`src/hw/orc_pkg.sv`:
```
// Package: offsets, field layout, reset values and timing for the revision/control register bank
package orc_pkg;

  // ==========================================================================
  // Register map
  localparam logic [7:0]  REV_OFFSET     = 8'h00;
  localparam logic [7:0]  CTRL_OFFSET    = 8'h04;
  localparam logic [7:0]  REV_VALUE      = 8'h10;
  localparam logic [31:0] CTRL_RESET     = 32'h0000_0000;

  // ==========================================================================
  // Control field positions
  localparam int SVC_RATIO_LSB   = 0;
  localparam int PERIODIC_EN_BIT = 2;
  localparam int ISO_EN_BIT      = 3;
  localparam int CONTROL_EN_BIT  = 4;
  localparam int BULK_EN_BIT     = 5;
  localparam int FS_LSB          = 6;
  localparam int ROUTE_BIT       = 8;
  localparam int WAKE_CONN_BIT   = 9;
  localparam int WAKE_EN_BIT     = 10;
  localparam int RSVD_LSB        = 11;

  // ==========================================================================
  // Functional state encoding
  localparam logic [1:0] FS_RESET       = 2'h0;
  localparam logic [1:0] FS_RESUME      = 2'h1;
  localparam logic [1:0] FS_OPERATIONAL = 2'h2;
  localparam logic [1:0] FS_SUSPEND     = 2'h3;

  // ==========================================================================
  // Timing
  localparam int CLK_HZ         = 40_000_000;
  localparam int SOF_DELAY_US   = 1000;
  localparam int SOF_DELAY_CYC  = (CLK_HZ / 1_000_000) * SOF_DELAY_US;

  // ==========================================================================
  // Bus carriers
  typedef struct packed {
    logic        rd;
    logic        wr;
    logic [7:0]  addr;
    logic [31:0] wdata;
  } orc_req_t;

  typedef struct packed {
    logic [5:0] list_ctrl;
    logic [1:0] functional_state;
    logic       interrupt_routing_select;
    logic       remote_wake_connected;
    logic       remote_wake_enable;
  } orc_ctrl_t;

endpackage

```
`src/hw/orc_regs.sv`:
```
// Revision and host control registers of the host controller
//
// Summary of operation
// - The revision register reads 10h in bits 7 to 0, zeros above, and ignores writes.
// - Only the functional state is ever changed by the controller itself; wake-up-connected changes only by driver write or hardware reset.
// - Remote wake-up is signalled while remote wake enable and the resume-detected flag are both set.
// - Remote wake enable has no influence on interrupt generation.
// - Hardware reset clears wake-up-connected; software reset leaves it alone.
// - Functional state encodes reset 00b, resume 01b, operational 10b, suspend 11b.
// - Start-of-frame generation begins 1 ms after entering operational from another state.
// - The controller moves suspend to resume on downstream resume signalling, only from suspend.
// - Interrupt routing bit clear sends status interrupts to the bus interrupt, set sends them to SMI.
`timescale 1ns/100ps

module orc_regs (
  input  wire logic               clk,
  input  wire logic               rst_n,
  input  wire logic               soft_reset,
  input  wire orc_pkg::orc_req_t  req,
  input  wire logic               resume_detected,
  input  wire logic               downstream_resume,
  input  wire logic               status_irq,
  output logic [31:0]             rdata,
  output logic                    rvalid,
  output orc_pkg::orc_ctrl_t      ctrl,
  output logic                    sof_enable,
  output logic                    remote_wakeup,
  output logic                    host_irq,
  output logic                    smi_irq
);
  import orc_pkg::*;

  // ==========================================================================
  // Address decode and read-back packing
  function automatic logic hits_rev(input logic [7:0] addr);
    return addr == REV_OFFSET;
  endfunction

  function automatic logic hits_ctrl(input logic [7:0] addr);
    return addr == CTRL_OFFSET;
  endfunction

  // Reserved bits are never stored, so they always read back as zero
  function automatic logic [31:0] pack_ctrl(
    input logic [5:0] lists,
    input logic [1:0] state,
    input logic       route,
    input logic       conn,
    input logic       wake
  );
    return {21'h000000, wake, conn, route, state, lists};
  endfunction

  // ==========================================================================
  // Control register fields
  logic [5:0]  list_reg;
  logic [1:0]  fs_reg;
  logic        route_reg;
  logic        wake_conn_reg;
  logic        wake_en_reg;
  logic        ctrl_wr;
  logic        field_clear;
  logic [31:0] ctrl_word;

  assign ctrl_wr     = req.wr && hits_ctrl(req.addr);
  assign field_clear = !rst_n || soft_reset;

  // List enables and service ratio: plain read-write bits, one flop each
  for (genvar b = SVC_RATIO_LSB; b <= BULK_EN_BIT; b++) begin : g_list_bit
    always_ff @(posedge clk) begin
      if (field_clear) begin
        list_reg[b - SVC_RATIO_LSB] <= CTRL_RESET[b];
      end else if (ctrl_wr) begin
        list_reg[b - SVC_RATIO_LSB] <= req.wdata[b];
      end
    end
  end

  // Routing doubles as an ownership tag, so a software reset leaves it alone
  always_ff @(posedge clk) begin
    if (!rst_n) begin
      route_reg <= CTRL_RESET[ROUTE_BIT];
    end else if (ctrl_wr) begin
      route_reg <= req.wdata[ROUTE_BIT];
    end
  end

  // Cleared by either reset; only the driver ever sets it
  always_ff @(posedge clk) begin
    if (field_clear) begin
      wake_en_reg <= CTRL_RESET[WAKE_EN_BIT];
    end else if (ctrl_wr) begin
      wake_en_reg <= req.wdata[WAKE_EN_BIT];
    end
  end

  // Survives the software reset so firmware setup is kept
  always_ff @(posedge clk) begin
    if (!rst_n) begin
      wake_conn_reg <= CTRL_RESET[WAKE_CONN_BIT];
    end else if (ctrl_wr) begin
      wake_conn_reg <= req.wdata[WAKE_CONN_BIT];
    end
  end

  // Driver write has priority over the hardware resume move
  always_ff @(posedge clk) begin
    if (field_clear) begin
      fs_reg <= FS_RESET;
    end else if (ctrl_wr) begin
      fs_reg <= req.wdata[FS_LSB +: 2];
    end else if (fs_reg == FS_SUSPEND && downstream_resume) begin
      fs_reg <= FS_RESUME;
    end
  end

  // ==========================================================================
  // Start-of-frame delay after entering operational
  logic [15:0] sof_cnt_reg;
  logic        fs_oper_d_reg;
  logic        fs_oper;

  assign fs_oper = (fs_reg == FS_OPERATIONAL);

  // Entry detector resets to the reset state's level, so no false entry follows reset
  always_ff @(posedge clk) begin
    if (field_clear) begin
      fs_oper_d_reg <= 1'b0;
    end else begin
      fs_oper_d_reg <= fs_oper;
    end
  end

  // Counts edges since entry; 16 bits cover the whole wait
  always_ff @(posedge clk) begin
    if (field_clear || !fs_oper) begin
      sof_cnt_reg <= 16'h0000;
    end else if (!fs_oper_d_reg) begin
      sof_cnt_reg <= 16'h0001;
    end else if (!sof_enable) begin
      sof_cnt_reg <= sof_cnt_reg + 16'h0001;
    end
  end

  // Rewriting operational while already running does not restart the wait
  always_ff @(posedge clk) begin
    if (field_clear || !fs_oper) begin
      sof_enable <= 1'b0;
    end else if (fs_oper_d_reg && !sof_enable && sof_cnt_reg == 16'(SOF_DELAY_CYC - 1)) begin
      sof_enable <= 1'b1;
    end
  end

  // ==========================================================================
  // Wake-up and interrupt routing
  always_ff @(posedge clk) begin
    if (!rst_n) begin
      remote_wakeup <= 1'b0;
    end else begin
      remote_wakeup <= wake_en_reg && resume_detected;
    end
  end

  // Enable bit deliberately absent from the interrupt path
  always_ff @(posedge clk) begin
    if (!rst_n) begin
      host_irq <= 1'b0;
    end else begin
      host_irq <= status_irq && !route_reg;
    end
  end

  always_ff @(posedge clk) begin
    if (!rst_n) begin
      smi_irq <= 1'b0;
    end else begin
      smi_irq <= status_irq && route_reg;
    end
  end

  // ==========================================================================
  // Read path and outputs
  assign ctrl_word = pack_ctrl(list_reg, fs_reg, route_reg, wake_conn_reg, wake_en_reg);

  // One-cycle answer strobe
  always_ff @(posedge clk) begin
    if (!rst_n) begin
      rvalid <= 1'b0;
    end else begin
      rvalid <= req.rd;
    end
  end

  // Data holds after the answer until the next read, so a slow driver still sees it
  always_ff @(posedge clk) begin
    if (!rst_n) begin
      rdata <= 32'h0000_0000;
    end else if (req.rd) begin
      if (hits_rev(req.addr)) begin
        rdata <= {24'h000000, REV_VALUE};
      end else if (hits_ctrl(req.addr)) begin
        rdata <= ctrl_word;
      end else begin
        rdata <= 32'h0000_0000;
      end
    end
  end

  // Mirror of the fields for the rest of the controller, one clock behind
  always_ff @(posedge clk) begin
    if (!rst_n) begin
      ctrl <= '0;
    end else begin
      ctrl <= '{list_ctrl:                list_reg,
                functional_state:         fs_reg,
                interrupt_routing_select: route_reg,
                remote_wake_connected:    wake_conn_reg,
                remote_wake_enable:       wake_en_reg};
    end
  end

endmodule // orc_regs

```
`config.mk`:
```
export PLATFORM = sky130hd
export DESIGN_NAME = orc_regs
export DESIGN_NICKNAME = d
export VERILOG_FILES = /design/src/hw/orc_pkg.sv /design/src/hw/orc_regs.sv
export SDC_FILE = /design/constraint.sdc
export NUM_CORES = 1
export LEC_CHECK = 0
export BUFFER_PORTS_ARGS = -buffer_cell sky130_fd_sc_hd__buf_4
export CAP_MARGIN = 40
export CELL_PAD_IN_SITES_DETAIL_PLACEMENT = 1
export CELL_PAD_IN_SITES_GLOBAL_PLACEMENT = 1
export CORE_MARGIN = 1
export CORE_UTILIZATION = 37
export DETAILED_ROUTE_END_ITERATION = 10
export PLACE_DENSITY = 0.94
export SYNTH_ARGS = -nofsm -noshare
export SYNTH_HDL_FRONTEND = slang
export SYNTH_SLANG_ARGS = --single-unit
```
`constraint.sdc`:
```
create_clock -name clk -period 3.18 [get_ports clk]
set_input_delay 0.159 -clock clk [delete_from_list [all_inputs] [get_ports clk]]
set_output_delay 0.159 -clock clk [all_outputs]
set_load 0.03 [all_outputs]
```
==> flow_summary.yaml, run 1 <==
pwr:
  p_leak_nw: 1.10
  pwr-share-clk_pct: 37.6
  switching_share_pct: 23.0
  p_comb_share_pct: 6.5
  p_total_mw: 1.23
  sequentialPowerShare_pct: 55.9
  p_int_mw: 0.950
  switching_power_mw: 0.284
  vdd_drop_max_uv: 290
  power.density_nw_per_um2: 458
floorplan:
  initial_core_util_pct: 38.2
  die-area_um2: 6390
  die_h_um: 80.0
  core_um2: 5890
  rows: 28
  die_x_um: 80.0
  top_level_ports: 96
worst_setup_path:
  critPathKind: "flop to flop"
  worstPathRequired_ns: 3.37
  startpoint_type: "flop"
  timing.rr.start: "sof_cnt_reg[3]$_SDFFE_PP0N_"
  r2r_slack_ns: 1.57
  cp.arrival_ns: 1.80
  critical_path.max_fanout: 8
  r2r-end: "sof_cnt_reg[12]$_SDFFE_PP0N_"
  rr_worst_depth: 4
  endpoint_kind: "flop"
sta:
  finalClockSkew_ns: 0.0129
  hold_ws_ns: 0.0802
  slew_violations: 0
  worst_slew_pin_slew_ns: 0.533
  max_freq_mhz: 623
  fin_crit_sh_pct: 50.5
  rsz0062_at_grt: "false"
  finalSetupTns_ns: 0
  hold_viol: 0
  setup_viol_count_final: 0
  fin_crit_ns: 1.61
  slew_headroom_pct: 64.5
worst_hold_path:
  hp-class: "input pin to flop"
  hold_end: "host_irq$_SDFF_PN0_"
  hp-start: "status_irq"
  hold_depth: 3
cts:
  htreeDepth: 2
  cts_buffers: 5
  cts_hold_buffers: 0
  tritoncts: "built"
  postCtsSetupBuffers: 0
  root_buffer: "clkbuf_8"
  cts_sinks: 55
  cts.path.max_buffers: 2
  clk_pin_slew_ns: 0.10
  insertion_delay_ns: 0.31
  cts_resized: 0
route:
  wl_um: 4990
  vias: 1715
  first_pass_iters: 4
  final_antenna_net_count: 0
  post_drt_wl_per_cell_um: 14.0
  drt_iter0_markers: 42
  viasPerCell: 4.82
  drc: 0
finish:
  num-nets-final: 329
  areaGrowthSynthToFinish_pct: 19.9
  design_area_um2: 2700
  diodes: 0
  stdcell_count: 356
  drive_above_1_share_pct: 23.8
  largest_reg_flops: 16
outcome:
  outcome: "completed"
run:
  maxCapViolations: 0
yosys:
  yosysWarnings: 0
  ys.flop_type: "dfxtp_1"
  yosysSeqAreaShare_pct: 49.0
  synth_commonest_cells: "dfxtp_1 (55), buf_4 (25), nand3_1 (19)"
  syn_area_um2: 2250
  ys_async_sr_fraction_pct: 0
  synthDominantCellAreaShare_pct: 49.0
  ys_ff_latch: 55
  synth_edf_count: 0
  synth_top_area_cell: "dfxtp_1"
  ys_types: 40
  synthTopCellsByArea: "dfxtp_1 (49%), buf_4 (8.3%), nand3_1 (4.2%)"
  synthCells: 234
  synth_most_common_cell: "dfxtp_1"
  avgSynthCellArea_um2: 9.61
global_route:
  grt_pass1_vias: 1702
  grt-ovfl-total: 0
  antenna_found_initial: 0
  global_route.usage.met2_pct: 29.3
  grt_use_total_pct: 16.8
  grt_pass1_wl_um: 8130
  met3_usage_pct: 4.69
  grt_max_degree: 24
  grt_busiest_layer: "met2"
  gr-usage-met1_pct: 19.9
place:
  dp_hpwl_um: 3650
  placed_area_um2: 2580
  place_inst: 348
  port_buffers: 53
  place_congestion: 0.757
[layer usage]
metal  routed length [µm]  vias to the layer above
li1                     -                      847
met1                 2120                      814
met2                 2560                       47
met3                  253                        7
met4                   59                        0
met5                    0                        -
[critical path: stages (launching register included)]
cell and delay, ns:
dfxtp_1 0.57, nand4b_2 0.30, nor4_1 0.40, xnor2_1 0.17, nor2_1 0.05
[cell type report]
class                   instances  area, µm²
fillers                       706       3190
flip-flops and latches         55       1100
multi-input cells             163        982
repair buffers                 53        398
well taps                      75       93.8
clock buffers                   5       68.8
clock inverters                 3       43.8
inverters                       2       7.51
[cells in the final DEF (no fill, tap or decap), types with 2 or more instances in the layout]
master / Yosys / final
o21ai_0: 4 / 4
a21boi_0: 6 / 6
inv_1: 2 / 2
nor3_1: 2 / 2
nand2_1: 16 / 16
buf_4: 25 / 53
nand4_1: 4 / 4
or3_1: 4 / 4
xor2_1: 5 / 5
nand3_1: 19 / 19
nor2_1: 13 / 13
conb_1: 1 / 21
and3_1: 6 / 6
and2_1: 13 / 13
nand2b_1: 5 / 5
a22o_1: 7 / 7
dfxtp_1: 55 / 55
a21oi_1: 13 / 13
nor4_1: 2 / 2
clkbuf_8: 0 / 5
xnor2_1: 6 / 6
[how the worst max path moves through the flow]
stage	startpoint	end	slack (ns)
after detailed placement	req[37]	rdata[1]$_SDFFE_PN0P_	1.31
after floorplan	sof_enable$_SDFFE_PP0P_	sof_cnt_reg[15]$_SDFFE_PP0N_	1.72
after CTS	sof_cnt_reg[0]$_SDFFE_PP0P_	sof_cnt_reg[12]$_SDFFE_PP0N_	1.55
after global routing	sof_cnt_reg[3]$_SDFFE_PP0N_	sof_cnt_reg[12]$_SDFFE_PP0N_	1.38
after global placement	req[37]	rdata[0]$_SDFFE_PN0P_	1.40
final	sof_cnt_reg[3]$_SDFFE_PP0N_	sof_cnt_reg[12]$_SDFFE_PP0N_	1.57
[logic make-up (layout without fill, tap and decap cells)]
logic type	count (synthesis)	count (layout)	share of synthesized area, %
flip-flops	55	55	49.0
AND/OR/NAND/NOR	96	96	25.3
adder cells (fa/ha/maj)	1	1	0.556
AO/OA/AOI/OAI	33	33	9.57
multiplexers	1	1	0.445
other	1	21	0.167
XOR/XNOR	11	11	4.28
buffers and inverters	36	63	10.7
[through the flow]
step                      worst slack, ns  util (%)
after floorplan                      1.72         -
final                                1.57      45.8
after global placement               1.40      43.9
after CTS                            1.55      45.8
after global routing                 1.38      45.8
after detailed placement             1.31      43.9
[power groups by stage]
stage                     Sequential, mW  Combinational [mW]  Clock (mW)
after floorplan                    0.709              0.0660           0
after global placement             0.706              0.0786           0
after detailed placement           0.706              0.0797           0
after CTS                          0.690              0.0799       0.473
after global routing               0.690              0.0853       0.503
final                              0.690              0.0798       0.464
Note: power is estimated with default switching activity, not from simulation.
==> inputs of run 2 (changes only) <==
--- a/config.mk
+++ b/config.mk
@@ -10,9 +10,9 @@
 export CELL_PAD_IN_SITES_DETAIL_PLACEMENT = 1
 export CELL_PAD_IN_SITES_GLOBAL_PLACEMENT = 1
 export CORE_MARGIN = 1
-export CORE_UTILIZATION = 37
+export CORE_UTILIZATION = 31
 export DETAILED_ROUTE_END_ITERATION = 10
-export PLACE_DENSITY = 0.94
+export PLACE_DENSITY = 0.85
 export SYNTH_ARGS = -nofsm -noshare
 export SYNTH_HDL_FRONTEND = slang
 export SYNTH_SLANG_ARGS = --single-unit
==> constraint.sdc (replaced) <==
create_clock -name clk -period 1.4 [get_ports clk]
set_input_delay 0.07 -clock clk [delete_from_list [all_inputs] [get_ports clk]]
set_output_delay 0.07 -clock clk [all_outputs]
set_load 0.03 [all_outputs]
==> run 2 against run 1 <==
Non-clock buffer count increased by 29; largest cell class unchanged; maximum frequency increased by 15%; sequential power up 130%; critical endpoint unchanged; highest routed layer unchanged; worst hold slack got worse by 0.062 ns; core utilization decreased by 1.8 points; worst setup slack worse by 1.6 ns; critical path type unchanged.
==> flow_summary.yaml, run 2 (synthesis results as in run 1) <==
sta:
  hold_viol: 0
  finalClockSkew_ns: 0.00795
  setup_viol_count_final: 0
  setup_slack_ns: 0.00510
  slew_violations: 0
  fin_crit_ns: 1.39
  rsz0062_at_grt: "true"
  max_freq_mhz: 717
  finalSetupTns_ns: 0
  fin_crit_sh_pct: 99.6
worst_setup_path:
  path_buf_inv: 1
  endpoint_kind: "flop"
  critPathMaxStageDelay_ns: 0.40
  critPathTopFamily: "simple AND/OR/NAND/NOR gates"
  path_cells: "nand4_1, buf_4, nor4_2, xnor2_1, nor2_1"
  startpoint_type: "flop"
  cp.arrival_ns: 1.61
  worstPathRequired_ns: 1.61
  critPathKind: "flop to flop"
  critical_path.max_fanout: 6
  cp_slowest_cell: "dfxtp_2"
cts:
  clk_pin_slew_ns: 0.11
  cts_buffers: 5
  tritoncts: "built"
  cts_sinks: 55
  insertion_delay_ns: 0.31
  htreeDepth: 2
  root_buffer: "clkbuf_8"
  cts.path.max_buffers: 2
route:
  final_antenna_net_count: 0
  vias: 1878
  first_pass_iters: 4
  drc: 0
  viasPerCell: 4.63
  drt_iter0_markers: 57
  post_drt_wl_per_cell_um: 14.4
  wl_um: 5830
worst_hold_path:
  hp-class: "input pin to flop"
global_route:
  grt_use_total_pct: 15.8
  grt_max_degree: 21
  grt_pass1_vias: 1993
  antenna_found_initial: 0
  grt_pass1_wl_um: 9270
  grt-ovfl-total: 0
place:
  place_congestion: 0.778
  dp_hpwl_um: 4180
  dp_slack_ns: -0.0763
  port_buffers: 53
floorplan:
  top_level_ports: 96
  die_x_um: 87.2
  initial_core_util_pct: 32.6
  die-area_um2: 7600
  die_h_um: 87.2
  core_um2: 6910
  rows: 30
pwr:
  p_leak_nw: 1.26
  p_int_mw: 2.02
  power.density_nw_per_um2: 893
  sequentialPowerShare_pct: 57.8
  vdd_drop_max_uv: 342
  p_comb_share_pct: 7.5
  switching_power_mw: 0.694
  switching_share_pct: 25.6
  pwr-share-clk_pct: 34.8
run:
  maxCapViolations: 0
finish:
  drive_above_1_share_pct: 36.1
  mostFrequentLayoutCell: "buf_4"
  num-nets-final: 358
  final_cell_mix: "buf_4 (75), dfxtp_1 (47), conb_1 (21), nand3_1 (19), nand2_1 (16)"
  areaGrowthSynthToFinish_pct: 35.1
  largest_reg_flops: 16
  fill_cells: 827
  diodes: 0
outcome:
  outcome: "completed"
-- run 2: worst register-to-register path, stage by stage (launching register included) --
cell and delay (ns):
dfxtp_2 0.40, nand4_1 0.18, buf_4 0.19, nor4_2 0.32, xnor2_1 0.16, nor2_1 0.05
-- run 2: repair_timing --
action                                  4_1_cts  5_1_grt
pin swaps                                     1       11
gates resized for setup                       8       19
setup buffers                                 0        4
hold endpoints to repair                      4        0
endpoints found under the setup margin        6       11
hold buffers                                  4        0
cloned                                        0        0
-- run 2: path summary, 6_finish.rpt --
path,to,from,slack [ns],cells after the start
worst max-delay path,sof_cnt_reg[12]$_SDFFE_PP0N_,sof_cnt_reg[6]$_SDFFE_PP0N_,0.005,5
worst min-delay path,ctrl_word[4]$_SDFFE_PP0P_,req[4],0.02,3
worst max register to register,sof_cnt_reg[12]$_SDFFE_PP0N_,sof_cnt_reg[6]$_SDFFE_PP0N_,0.005,5
worst min register to register,ctrl_word[0]$_SDFFE_PP0P_,ctrl_word[0]$_SDFFE_PP0P_,0.48,2
-- run 2: cell type report --
type / instances / area [µm²] / area share [%]
Sequential cell: 55 / 1110 / 36.7
Clock inverter: 3 / 28.8 / 0.948
Tap cell: 96 / 120 / 3.96
Clock buffer: 5 / 68.8 / 2.27
Multi-Input combinational cell: 163 / 1060 / 34.9
Timing Repair Buffer: 82 / 637 / 21.0
Inverter: 2 / 7.51 / 0.247
-- run 2: through the flow --
| stage | power [mW] | util (%) | cells | instance area (µm²) | hold WS (ns) |
|---|---|---|---|---|---|
| after global placement | 1.79 | 40.1 | 390 | 2770 | 0.297 |
| final | 2.71 | 44.0 | 406 | 3040 | 0.0186 |
| after floorplan | 1.76 | - | 254 | 2320 | 0.193 |
| after global routing | 2.83 | 44.0 | 406 | 3040 | 0.0165 |
| after CTS | 2.76 | 42.6 | 402 | 2940 | 0.00177 |
| after detailed placement | 1.80 | 40.1 | 390 | 2770 | 0.309 |
-- run 2: power by group through the flow --
stage               registers (mW)  clock network, mW  logic, mW
floorplan                     1.61                  0      0.150
global placement              1.60                  0      0.188
detailed placement            1.60                  0      0.191
CTS                           1.57              0.987      0.200
global route                  1.57               1.04      0.215
finish                        1.57              0.943      0.202
-- run 2: metal layers --
metal	track usage, %	part of all wire, %
met1	17.0	40
met2	30.1	54
met3	3.79	4.8
met4	5.07	1.5
met5	0	0
